File: config.mk
export PLATFORM = sky130hd
export DESIGN_NAME = umi_aux
export DESIGN_NICKNAME = d
export VERILOG_FILES = /design/src/verilog/umi_pkg.sv /design/src/verilog/umi_aux.sv /design/src/verilog/umi_irda.sv /design/src/verilog/umi_sleep.sv
export SDC_FILE = /design/constraint.sdc
export NUM_CORES = 1
export LEC_CHECK = 0
export BUFFER_PORTS_ARGS = -buffer_cell sky130_fd_sc_hd__buf_2
export CORE_MARGIN = 8
export CORE_UTILIZATION = 40
export DETAILED_ROUTE_END_ITERATION = 8
export HOLD_SLACK_MARGIN = 0.02
export MAX_ROUTING_LAYER = met4
export PLACE_DENSITY_LB_ADDON = 0.2
export SETUP_SLACK_MARGIN = 0.15
export SLEW_MARGIN = 20
export SYNTH_ARGS = -nofsm -noshare
export SYNTH_HDL_FRONTEND = slang
export SYNTH_SLANG_ARGS = --single-unit
File: constraint.sdc
create_clock -name i_clk -period 1.6 [get_ports i_clk]
set_input_delay 0.24 -clock i_clk [delete_from_list [all_inputs] [get_ports i_clk]]
set_output_delay 0.24 -clock i_clk [all_outputs]
set_load 0.03 [all_outputs]
File: src/verilog/umi_pkg.sv
/*
 * shared constants and types for the multidrop / infrared / sleep / loopback block.
 * assumes a 16x baud tick from the baud generator and 8-bit characters from the receiver.
 */
package umi_pkg;

	// ==========================================================
	// line control encodings
	localparam logic [2:0] PAR_FORCE0 = 3'h7;  // force parity zero
	localparam logic [1:0] WLEN_5     = 2'h0;
	localparam logic [1:0] WLEN_6     = 2'h1;
	localparam logic [1:0] WLEN_7     = 2'h2;
	localparam logic [7:0] MASK_5     = 8'h1F;
	localparam logic [7:0] MASK_6     = 8'h3F;
	localparam logic [7:0] MASK_7     = 8'h7F;
	localparam logic [7:0] MASK_8     = 8'hFF;

	// ==========================================================
	// infrared timing in 16x ticks
	localparam logic [3:0] TICK_LAST  = 4'hF;  // sixteen ticks per bit
	localparam logic [3:0] IR10_WIDTH = 4'h3;  // 3/16 bit
	localparam logic [3:0] IR11_WIDTH = 4'h4;  // 1/4 bit
	localparam logic [3:0] TICK_ZERO  = 4'h0;

	// ==========================================================
	// types
	typedef struct packed {
		logic [7:0] data;
		logic       par;  // received parity bit
	} umi_char_t;

	typedef struct packed {
		logic cts_n;
		logic dsr_n;
		logic cd_n;
		logic ri_n;
	} umi_modem_t;

	localparam umi_modem_t MODEM_IDLE = 4'hF;

	// low-order bits that take part in a character compare
	function automatic logic [7:0] umi_word_mask(input logic [1:0] wlen);
		logic [7:0] m;
		m = MASK_8;
		case (wlen)
			WLEN_5:  m = MASK_5;
			WLEN_6:  m = MASK_6;
			WLEN_7:  m = MASK_7;
			default: m = MASK_8;
		endcase
		return m;
	endfunction : umi_word_mask

endpackage : umi_pkg

File: src/verilog/umi_aux.sv
/*
 * auxiliary uart modes: multidrop address filtering, infrared coding, sleep with
 * wake-up, bus isolation and internal loopback.
 * assumes the receiver core hands over whole characters with parity, the baud
 * generator supplies a 16x tick, and register bits arrive as plain levels.
 */
`timescale 1ns/1ps
module umi_aux (
	// clock and reset
	input  wire logic                i_clk,
	input  wire logic                i_sys_rst,
	// configuration levels
	input  wire logic                i_multidrop,
	input  wire logic                i_feat_unlock,
	input  wire logic                i_spec_char_en,
	input  wire logic [1:0]          i_word_len,
	input  wire logic [7:0]          i_station_addr,
	input  wire logic                i_irda_en,
	input  wire logic                i_irda11,
	input  wire logic                i_loopback,
	input  wire logic                i_sleep_en,
	input  wire logic                i_wake_int_en,
	input  wire logic                i_bus_isolate_pin,
	// host pulses
	input  wire logic                i_rx_en_set,
	input  wire logic                i_rx_en_clr,
	input  wire logic                i_thr_write,
	input  wire logic                i_isr_read,
	// core status
	input  wire logic                i_int_pending,
	input  wire logic                i_msr_delta_zero,
	input  wire logic                i_divisor_nz,
	input  wire logic                i_tx_fifo_empty,
	input  wire logic                i_rx_fifo_empty,
	input  wire logic                i_tick16,
	// received characters
	input  wire logic                i_rx_valid,
	input  wire umi_pkg::umi_char_t  i_rx_char,
	input  wire logic                i_rx_perr,
	// serial and modem side
	input  wire logic                i_tx_shift,
	input  wire logic                i_rts_core_n,
	input  wire logic                i_dtr_core_n,
	input  wire logic                i_rx_pin,
	input  wire umi_pkg::umi_modem_t i_modem_n,
	output logic                     o_tx_pin,
	output logic                     o_rts_n,
	output logic                     o_dtr_n,
	output logic                     o_rx_serial,
	output umi_pkg::umi_modem_t      o_modem_n,
	// to receive fifo
	output logic                     o_push,
	output umi_pkg::umi_char_t       o_push_char,
	output logic                     o_push_perr,
	output logic                     o_lsr_int,
	output logic                     o_rx_enabled,
	// power
	output logic                     o_asleep,
	output logic                     o_osc_run,
	output logic                     o_bus_isolated,
	output logic                     o_wake_int
);
	logic                md_normal;
	logic                md_auto;
	logic                addr_byte;
	logic                addr_match;
	logic                nxt_push;
	logic                nxt_perr;
	logic                nxt_int;
	logic                hw_rx_on;
	logic                hw_rx_off;
	logic                ir_tx;
	logic                ir_rx;
	logic                rx_idle;
	logic                can_sleep;
	logic                wake_line;
	logic                rx_prev_ff;
	umi_pkg::umi_modem_t modem_prev_ff;

	// ==========================================================
	// multidrop decode
	assign md_normal = i_multidrop && i_feat_unlock && !i_spec_char_en;
	assign md_auto   = i_multidrop && i_feat_unlock && i_spec_char_en;
	// forced zero parity makes the raw parity bit the address flag
	assign addr_byte = i_rx_char.par;
	// masked compare against the station address
	assign addr_match = ((i_rx_char.data ^ i_station_addr)
		& umi_pkg::umi_word_mask(i_word_len)) == 8'h00;

	// receive filter decision
	always_comb begin
		nxt_push  = 1'b0;
		nxt_perr  = 1'b0;
		nxt_int   = 1'b0;
		hw_rx_on  = 1'b0;
		hw_rx_off = 1'b0;
		if (!i_rx_valid) begin
			nxt_push = 1'b0;
		end else if (md_normal) begin
			// host decides on the address from the stored byte
			if (addr_byte) begin
				nxt_push = 1'b1;
				nxt_perr = 1'b1;
				nxt_int  = 1'b1;
			end else begin
				nxt_push = o_rx_enabled;
			end
		end else if (md_auto) begin
			if (addr_byte && addr_match) begin
				hw_rx_on = 1'b1;
				nxt_push = 1'b1;
				nxt_perr = i_rx_char.par;
				nxt_int  = 1'b1;
			end else if (addr_byte) begin
				hw_rx_off = 1'b1;
			end else begin
				nxt_push = o_rx_enabled;
			end
		end else begin
			nxt_push = 1'b1;
			nxt_perr = i_rx_perr;
			nxt_int  = i_rx_perr;
		end
	end

	// ==========================================================
	// receiver enable, hardware and host set win over clears
	always_ff @(posedge i_clk) begin
		if (i_sys_rst)
			o_rx_enabled <= 1'b0;
		else if (hw_rx_on || i_rx_en_set)
			o_rx_enabled <= 1'b1;
		else if (hw_rx_off || i_rx_en_clr)
			o_rx_enabled <= 1'b0;
	end

	// fifo push and line status pulse
	always_ff @(posedge i_clk) begin
		if (i_sys_rst) begin
			o_push      <= 1'b0;
			o_push_char <= '0;
			o_push_perr <= 1'b0;
			o_lsr_int   <= 1'b0;
		end else begin
			o_push      <= nxt_push;
			o_push_char <= i_rx_char;
			o_push_perr <= nxt_perr;
			o_lsr_int   <= nxt_int;
		end
	end

	// ==========================================================
	// infrared coder
	umi_irda u_irda (
		.i_clk     (i_clk),
		.i_sys_rst (i_sys_rst),
		.i_tick    (i_tick16),
		.i_enable  (i_irda_en),
		.i_ir11    (i_irda11 && i_feat_unlock),
		.i_tx_bit  (i_tx_shift),
		.i_rx_pin  (i_rx_pin),
		.o_tx_ir   (ir_tx),
		.o_rx_bit  (ir_rx)
	);

	// ==========================================================
	// pin muxing and loopback
	always_ff @(posedge i_clk) begin
		if (i_sys_rst) begin
			o_tx_pin    <= 1'b1;
			o_rts_n     <= 1'b1;
			o_dtr_n     <= 1'b1;
			o_rx_serial <= 1'b1;
			o_modem_n   <= umi_pkg::MODEM_IDLE;
		end else if (i_loopback) begin
			o_tx_pin    <= 1'b1;
			o_rts_n     <= 1'b1;
			o_dtr_n     <= 1'b1;
			o_rx_serial <= i_tx_shift;
			o_modem_n   <= umi_pkg::MODEM_IDLE;
		end else begin
			o_tx_pin    <= i_irda_en ? ir_tx : i_tx_shift;
			o_rts_n     <= i_rts_core_n;
			o_dtr_n     <= i_dtr_core_n;
			o_rx_serial <= i_irda_en ? ir_rx : i_rx_pin;
			o_modem_n   <= i_modem_n;
		end
	end

	// ==========================================================
	// sleep conditions and wake events
	assign rx_idle = i_irda_en ? !i_rx_pin : i_rx_pin;
	assign can_sleep = !i_int_pending && i_sleep_en && i_msr_delta_zero && rx_idle
		&& i_divisor_nz && i_tx_fifo_empty && i_rx_fifo_empty;

	// previous line and modem levels for edge detection
	always_ff @(posedge i_clk) begin
		if (i_sys_rst) begin
			rx_prev_ff    <= 1'b1;
			modem_prev_ff <= umi_pkg::MODEM_IDLE;
		end else begin
			rx_prev_ff    <= o_rx_serial;
			modem_prev_ff <= i_modem_n;
		end
	end

	// start edge or modem change; modem ignored in loopback
	assign wake_line = (rx_prev_ff && !o_rx_serial)
		|| (!i_loopback && (modem_prev_ff != i_modem_n));

	umi_sleep u_sleep (
		.i_clk         (i_clk),
		.i_sys_rst     (i_sys_rst),
		.i_can_sleep   (can_sleep),
		.i_sleep_en    (i_sleep_en),
		.i_isolate_pin (i_bus_isolate_pin),
		.i_wake_line   (wake_line),
		.i_wake_host   (i_thr_write),
		.i_wake_int_en (i_wake_int_en),
		.i_isr_read    (i_isr_read),
		.o_asleep      (o_asleep),
		.o_osc_run     (o_osc_run),
		.o_isolated    (o_bus_isolated),
		.o_wake_int    (o_wake_int)
	);
endmodule : umi_aux

File: src/verilog/umi_irda.sv
/*
 * infrared encoder and decoder.
 * assumes i_tick is a one-cycle 16x baud pulse and tx bits last sixteen ticks.
 */
`timescale 1ns/1ps
module umi_irda (
	// clock and reset
	input  wire logic i_clk,
	input  wire logic i_sys_rst,
	// control
	input  wire logic i_tick,
	input  wire logic i_enable,
	input  wire logic i_ir11,
	// data
	input  wire logic i_tx_bit,
	input  wire logic i_rx_pin,
	output logic      o_tx_ir,
	output logic      o_rx_bit
);
	logic [3:0] tx_cnt_ff;
	logic       tx_prev_ff;
	logic [3:0] rx_cnt_ff;
	logic       rx_low_ff;
	logic       rx_prev_ff;
	logic [3:0] width;

	// ==========================================================
	// encoder
	assign width = i_ir11 ? umi_pkg::IR11_WIDTH : umi_pkg::IR10_WIDTH;

	// bit phase counter, realigned on every tx bit change
	always_ff @(posedge i_clk) begin
		if (i_sys_rst) begin
			tx_cnt_ff  <= umi_pkg::TICK_ZERO;
			tx_prev_ff <= 1'b1;
		end else begin
			tx_prev_ff <= i_tx_bit;
			if (i_tx_bit != tx_prev_ff)
				tx_cnt_ff <= umi_pkg::TICK_ZERO;
			else if (i_tick)
				tx_cnt_ff <= tx_cnt_ff + 4'h1;
		end
	end

	// high pulse at the start of each zero bit; bit and phase both registered
	// so a count left from the previous bit cannot stretch the pulse
	always_ff @(posedge i_clk) begin
		if (i_sys_rst)
			o_tx_ir <= 1'b0;
		else
			o_tx_ir <= i_enable && !tx_prev_ff && (tx_cnt_ff < width);
	end

	// ==========================================================
	// decoder: a light pulse yields one zero bit
	always_ff @(posedge i_clk) begin
		if (i_sys_rst) begin
			rx_prev_ff <= 1'b0;  // idle dark
			rx_cnt_ff  <= umi_pkg::TICK_ZERO;
			rx_low_ff  <= 1'b0;
		end else begin
			rx_prev_ff <= i_rx_pin;
			if (i_enable && i_rx_pin && !rx_prev_ff) begin
				rx_low_ff <= 1'b1;
				rx_cnt_ff <= umi_pkg::TICK_ZERO;
			end else if (rx_low_ff && i_tick) begin
				rx_cnt_ff <= rx_cnt_ff + 4'h1;
				if (rx_cnt_ff == umi_pkg::TICK_LAST)
					rx_low_ff <= 1'b0;
			end
		end
	end

	// decoded stream idles at mark
	always_ff @(posedge i_clk) begin
		if (i_sys_rst)
			o_rx_bit <= 1'b1;
		else
			o_rx_bit <= !rx_low_ff;
	end
endmodule : umi_irda

File: src/verilog/umi_sleep.sv
/*
 * sleep state, oscillator gate, bus isolation and wake-up interrupt.
 * assumes i_clk keeps running so wake events are seen; o_osc_run gates the crystal.
 */
`timescale 1ns/1ps
module umi_sleep (
	// clock and reset
	input  wire logic i_clk,
	input  wire logic i_sys_rst,
	// entry conditions
	input  wire logic i_can_sleep,
	input  wire logic i_sleep_en,
	input  wire logic i_isolate_pin,
	// wake events
	input  wire logic i_wake_line,
	input  wire logic i_wake_host,
	// wake interrupt
	input  wire logic i_wake_int_en,
	input  wire logic i_isr_read,
	// status
	output logic      o_asleep,
	output logic      o_osc_run,
	output logic      o_isolated,
	output logic      o_wake_int
);
	typedef enum logic {UMI_AWAKE, UMI_ASLEEP} umi_sleep_t;
	umi_sleep_t state_ff;
	logic       wake;

	// bus writes cannot wake an isolated device
	assign wake = i_wake_line || (i_wake_host && !o_isolated);

	// ==========================================================
	// sleep state machine
	always_ff @(posedge i_clk) begin
		if (i_sys_rst) begin
			state_ff <= UMI_AWAKE;
		end else begin
			case (state_ff)
				UMI_AWAKE:
					if (i_can_sleep && !wake)
						state_ff <= UMI_ASLEEP;
				UMI_ASLEEP:
					if (wake || !i_sleep_en)
						state_ff <= UMI_AWAKE;
				default: state_ff <= UMI_AWAKE;
			endcase
		end
	end

	// outputs follow the next state so they stay in step
	always_ff @(posedge i_clk) begin
		if (i_sys_rst) begin
			o_asleep   <= 1'b0;
			o_osc_run  <= 1'b1;
			o_isolated <= 1'b0;
		end else begin
			o_asleep   <= (state_ff == UMI_AWAKE) ? (i_can_sleep && !wake)
				: !(wake || !i_sleep_en);
			o_osc_run  <= (state_ff == UMI_AWAKE) ? !(i_can_sleep && !wake)
				: (wake || !i_sleep_en);
			o_isolated <= i_isolate_pin && ((state_ff == UMI_AWAKE)
				? (i_can_sleep && !wake) : !(wake || !i_sleep_en));
		end
	end

	// sticky wake interrupt, set wins over the clearing read
	always_ff @(posedge i_clk) begin
		if (i_sys_rst)
			o_wake_int <= 1'b0;
		else if (i_wake_int_en && state_ff == UMI_ASLEEP && wake)
			o_wake_int <= 1'b1;
		else if (i_isr_read)
			o_wake_int <= 1'b0;
	end
endmodule : umi_sleep

=== Word level (Yosys, flattened, before mapping) ===
Index checks and enable logic that the tools add are counted.

* Bits of input ports: 50
* Output and inout port bits: 25
* Word-level logic and storage cells: 132
* Bits in registers: 44

* Eq/ne operators: 5
* $lt $le $gt $ge: 1
* Add/sub/neg operators: 2
* Bitwise logic cells: 4
* Muxes and demuxes: 37
* Reductions and logical operators: 52

{| class="wikitable"
|+ Operator list
! cell !! number
|-
| $mux 1 || 34
|-
| $pmux 8 s3 || 1
|-
| $logic_and 1x1->1 || 23
|-
| $logic_not 1->1 || 13
|-
| $add 4x1->4 const B || 2
|-
| $and 8x8->8 || 1
|-
| $logic_not 8->1 || 1
|-
| $reduce_bool 2->1 || 4
|-
| $reduce_or 2->1 || 4
|-
| $xor 8x8->8 || 1
|-
| $logic_or 1x1->1 || 5
|-
| $eq 4x4->1 const B || 1
|-
| $lt 4x4->1 || 1
|-
| $ne 4x4->1 || 1
|-
| $mux 3 || 1
|-
| $eq 2x1->1 const B || 1
|-
| $eq 2x2->1 const B || 1
|-
| $logic_not 2->1 || 1
|-
| $not 1->1 || 2
|-
| $pmux 1 s2 || 1
|-
| $reduce_and 2->1 || 1
|-
| $ne 1x1->1 || 1
|}

=== Depth between registers and ports, before layout ===
* Depth in word-level cells: 12
* Gate-level depth with buffers: 6
* Mapped depth without buffers: 6

=== Modules after synthesis ===
From an unflattened synthesis, not the netlist that was laid out.

* Cell total of the unflattened synthesis: 164
* Area total of the unflattened synthesis: 1705.4 um^2

{| class="wikitable"
|+ Modules (own cells, without submodules)
! module !! sequential area each (um^2) !! area each (um^2) !! times used !! cells an instance
|-
| umi_aux || 520.5 || 1003.5 || 1 || 95
|-
| umi_irda || 260.2 || 556.8 || 1 || 57
|-
| umi_sleep || 80.1 || 145.1 || 1 || 12
|}

=== Least setup slack after synthesis ===
OpenSTA, ideal clock, no wires.

* Path kind: reg2reg
* Start point: reg o_rx_serial
* End point: reg u_sleep.o_isolated
* Path buffers: 0
* Period minus slack after synthesis: 1.146 ns
* Path slack: 0.454 ns
* Data arrival time: 1.087 ns
* Required time: 1.541 ns
* Setup time: 0.059 ns
* Stages on the path, launching flop included: 4
* Cells stage by stage: dfxtp_1 o22ai_1 nor4_2 and2_1

* Longest elaborated chain between the ends: 8
* Elaborated cells on any way between the ends: 10
* Those cells by class: mux (1); reduce/logical (9)

{| class="wikitable"
|+ RTL lines
! element !! line !! text
|-
| start: declaration || umi_aux.sv:49 || <nowiki>output logic o_rx_serial,</nowiki>
|-
| start signal: assignment || umi_aux.sv:179 || <nowiki>o_rx_serial <= i_tx_shift;</nowiki>
|-
| start signal: assignment || umi_aux.sv:185 || <nowiki>o_rx_serial <= i_irda_en ? ir_rx : i_rx_pin;</nowiki>
|-
| $logic_not 1->1 * || umi_aux.sv:208 || <nowiki>assign wake_line = (rx_prev_ff && !o_rx_serial)</nowiki>
|-
| $logic_and 1x1->1 * || umi_aux.sv:208 ||
|-
| $logic_or 1x1->1 * || umi_aux.sv:209 || <nowiki>|| (!i_loopback && (modem_prev_ff != i_modem_n));</nowiki>
|-
| $logic_or 1x1->1 * || umi_sleep.sv:31 || <nowiki>assign wake = i_wake_line || (i_wake_host && !o_isolated);</nowiki>
|-
| $logic_not 1->1 or $logic_or 1x1->1 (tied branches) || umi_sleep.sv:63 || <nowiki>? (i_can_sleep && !wake) : !(wake || !i_sleep_en));</nowiki>
|-
| $logic_and 1x1->1 or $logic_not 1->1 (tied branches) || umi_sleep.sv:63 ||
|-
| $mux 1 * || umi_sleep.sv:63 ||
|-
| $logic_and 1x1->1 * || umi_sleep.sv:62 || <nowiki>o_isolated <= i_isolate_pin && ((state_ff == UMI_AWAKE)</nowiki>
|-
| end signal: assignment || umi_sleep.sv:62 ||
|-
| end: declaration || umi_sleep.sv:23 || <nowiki>output logic o_isolated,</nowiki>
|}

Mark *: on every way between the ends. The rest lies on a longest branch, timed or not.
A chain may end at the register's enable or synchronous reset.

=== Worst setup path after layout ===
* Start point: reg modem_prev_ff[1] (netlist bit)
* End point: reg u_sleep.o_isolated

* Longest elaborated chain between the ends: 8
* Elaborated cells on any way between the ends: 10
* Those cells by class: eq/ne (1); mux (1); reduce/logical (8)

{| class="wikitable"
|+ RTL lines
! element !! line !! text
|-
| start: declaration || umi_aux.sv:78 || <nowiki>umi_pkg::umi_modem_t modem_prev_ff;</nowiki>
|-
| start signal: assignment || umi_aux.sv:200 || <nowiki>modem_prev_ff <= umi_pkg::MODEM_IDLE;</nowiki>
|-
| start signal: assignment || umi_aux.sv:203 || <nowiki>modem_prev_ff <= i_modem_n;</nowiki>
|-
| $ne 4x4->1 * || umi_aux.sv:209 ||
|-
| $logic_and 1x1->1 * || umi_aux.sv:209 ||
|-
| $logic_or 1x1->1 * || umi_aux.sv:209 ||
|-
| $logic_or 1x1->1 * || umi_sleep.sv:31 ||
|-
| $logic_not 1->1 or $logic_or 1x1->1 (tied branches) || umi_sleep.sv:63 ||
|-
| $logic_and 1x1->1 or $logic_not 1->1 (tied branches) || umi_sleep.sv:63 ||
|-
| $mux 1 * || umi_sleep.sv:63 ||
|-
| $logic_and 1x1->1 * || umi_sleep.sv:62 ||
|}

Marked as above.

==> metrics <==
Slew Limit Fails 0; initial core utilization 0.415; H-Tree Depth 2; CP top delay family simple AND/OR/NAND/NOR gates; syn avg cell area 10.1 um^2; sequential fraction of the synthesis area 0.518; placed wire-length estimate 3.00 mm; ys flop type dfxtp_1; Max Cap Viol 0; Routed Antenna Nets 0; die area 0.00647 mm^2; HP Class primary input to flop; Post-synth EDFFs 0; initial antenna violation count 0; vias in the first global route 1421; Tmin final 1.24 ns; synthesis-to-finish area growth 30.3%; port bufs 74; Iter 0 DRT Violations 65; area of placed instances 0.00208 mm^2; Critical Path, Cell by Cell xnor2_1, a41oi_1, nor4_2, and2_1; Setup Buffers After CTS 0; leading cell types in the layout, fill and taps excluded buf_2, dfxtp_1, nor2b_1, xor2_1, nor2_1; CTS Hold Buffers Added 0; Synth cell types 34; Clock Pin Slew Worst Setup and Hold Paths 0.08 ns; final hold vios 0; CP startpoint kind flop; Max FO, Critical Path 3; Inst Count DP 284; unrepaired setup endpoints after global routing no; Crit path required time 1.83 ns; Max Clk Rate 0.808 GHz; Clk Latency, worst-skew pair 0.28 ns; largest net degree at the start of global routing 19; Crit path buffers/inverters 0; total grt overflow 0; Crit. End Element flop; worst vdd ir 0.507 mV; Via density 4.67; # resized after CTS 0; Pwr Density 951 mW/mm^2; Final TNS setup 0 ns; Rel. slew slack 0.793; DRT Pass-1 Iters 4; Synth Net Count 219; Total GRT Usage 0.121; clock buffer depth 2; WL per Instance 12.6 um; status complete, no violations; Core Util, Final 0.541; worst clock skew 0.00104 ns; crit-path max cell delay 0.39 ns; DIE WIDTH 80.5 um; CTS tree yes; via count 1365; first-pass GRT wire length 5.98 mm; FF+latch count, synth 43; ys async rst share 0; Setup CP Type flop to flop; number of remaining DRC errors 0; Tot Pwr 2.06 mW; Worst path slowest cell nor4_2; Syn Inst Count 164; CTS Sinks 43; Post-Route WL 3.68 mm; final cell count without fillers 292; total CTS buffers 5; cell area after layout 0.00217 mm^2; Core Area 0.00400 mm^2; share of layout cells above drive strength 1 0.380; RePlAce Congestion 0.787; ANT cells 0; Tcrit/Tclk final 0.773; Pleak 0.989 nW; Die Y 80.5 um; leading cell type in the layout, fill and taps excluded buf_2; Final nets 296; endpoints failing setup 0; Least-Margin Pin Slew 0.306 ns; Yosys warning count 0; Arrival @ worst endpoint 1.47 ns; Root Driver clkbuf_8; mapped cell area 0.00166 mm^2; Ports 75; Core Rows 23
==> where the power goes <==
| group | leakage, nW | switching [mW] | internal [mW] |
|---|---|---|---|
| logic | 0.594 | 0.157 | 0.123 |
| clock network | 0.0412 | 0.345 | 0.305 |
| registers | 0.354 | 0.0175 | 1.11 |
| total | 0.989 | 0.520 | 1.54 |
==> cells by family (layout without fill, tap and decap cells) <==
group / Yosys count / count (layout) / synth area share
xor gates and xnor gates: 18 / 18 / 0.0949
DFF: 43 / 43 / 0.518
and+or+nand+nor: 62 / 62 / 0.219
buffers and inverters: 10 / 88 / 0.0241
AOI/OAI and AO/OA: 22 / 22 / 0.0813
adders and majority gates: 5 / 5 / 0.0377
muxes: 4 / 4 / 0.0248
==> area by class of cell <==
| type | count | area (um^2) |
|---|---|---|
| timing repair buffer | 75 | 378 |
| multi-input combinational | 111 | 761 |
| clock buffer | 6 | 72.6 |
| inverter | 5 | 18.8 |
| tap | 50 | 62.6 |
| fill | 393 | 1830 |
| clock inverter | 2 | 12.5 |
| sequential | 43 | 861 |
==> cell usage after synthesis, types with 2 or more instances <==
master    number  area, um^2
a211oi_1       2        15.0
a21oi_1        7        35.0
a31oi_1        3        18.8
and2_1         2        12.5
buf_2          2        10.0
clkbuf_1       3        11.3
dfxtp_1       43         861
ha_1           5        62.6
inv_1          5        18.8
mux2i_1        3        30.0
nand2_1        7        26.3
nand2b_1       6        37.5
nand3_1        3        15.0
nand4_1        3        18.8
nor2_1         9        33.8
nor2b_1       12        75.1
o211ai_1       2        15.0
o21ai_0        4        20.0
or2_2          7        43.8
or3_1          6        37.5
xnor2_1        6        52.6
xor2_1        12         105
==> worst paths after layout <==
path,startpoint,end,slack (ns),cells past startpoint
worst min-delay path,i_dtr_core_n,o_dtr_n$_SDFF_PP1_,0.13,2
worst max register to register,modem_prev_ff[1]$_SDFF_PP1_,u_sleep.o_isolated$_SDFF_PP0_,0.36,4
worst min register to register,u_irda.rx_low_ff$_SDFFE_PP0P_,u_irda.o_rx_bit$_SDFF_PP1_,0.46,1
worst max-delay path,modem_prev_ff[1]$_SDFF_PP1_,u_sleep.o_isolated$_SDFF_PP0_,0.36,4
==> state kept, by name (all words and copies together), names as in the netlist, 4 cells and up <==
name,flops
o_push_char,9
modem_prev_ff,4
o_modem_n,4
u_irda.tx_cnt_ff,4
u_irda.rx_cnt_ff,4
==> per-stage QoR <==
| stage | setup WS [ns] | hold slack, ns |
|---|---|---|
| 2_1_floorplan | 0.454 | 0.339 |
| 3_3_place_gp | 0.268 | 0.425 |
| 3_5_place_dp | 0.284 | 0.421 |
| 4_1_cts | 0.370 | 0.120 |
| 5_1_grt | 0.244 | 0.134 |
| 6_report | 0.363 | 0.129 |
==> layer usage <==
| layer | vias up | share of wire | GRT usage | routed length, um |
|---|---|---|---|---|
| met1 | 608 | 0.43 | 0.131 | 1600 |
| met4 | 0 | 0.014 | 0.0545 | 53 |
| met2 | 44 | 0.47 | 0.190 | 1750 |
| li1 | 708 | - | - | - |
| met5 | - | 0 | - | 0 |
| met3 | 5 | 0.076 | 0.0491 | 280 |
Note: power is estimated with default switching activity, not from simulation.
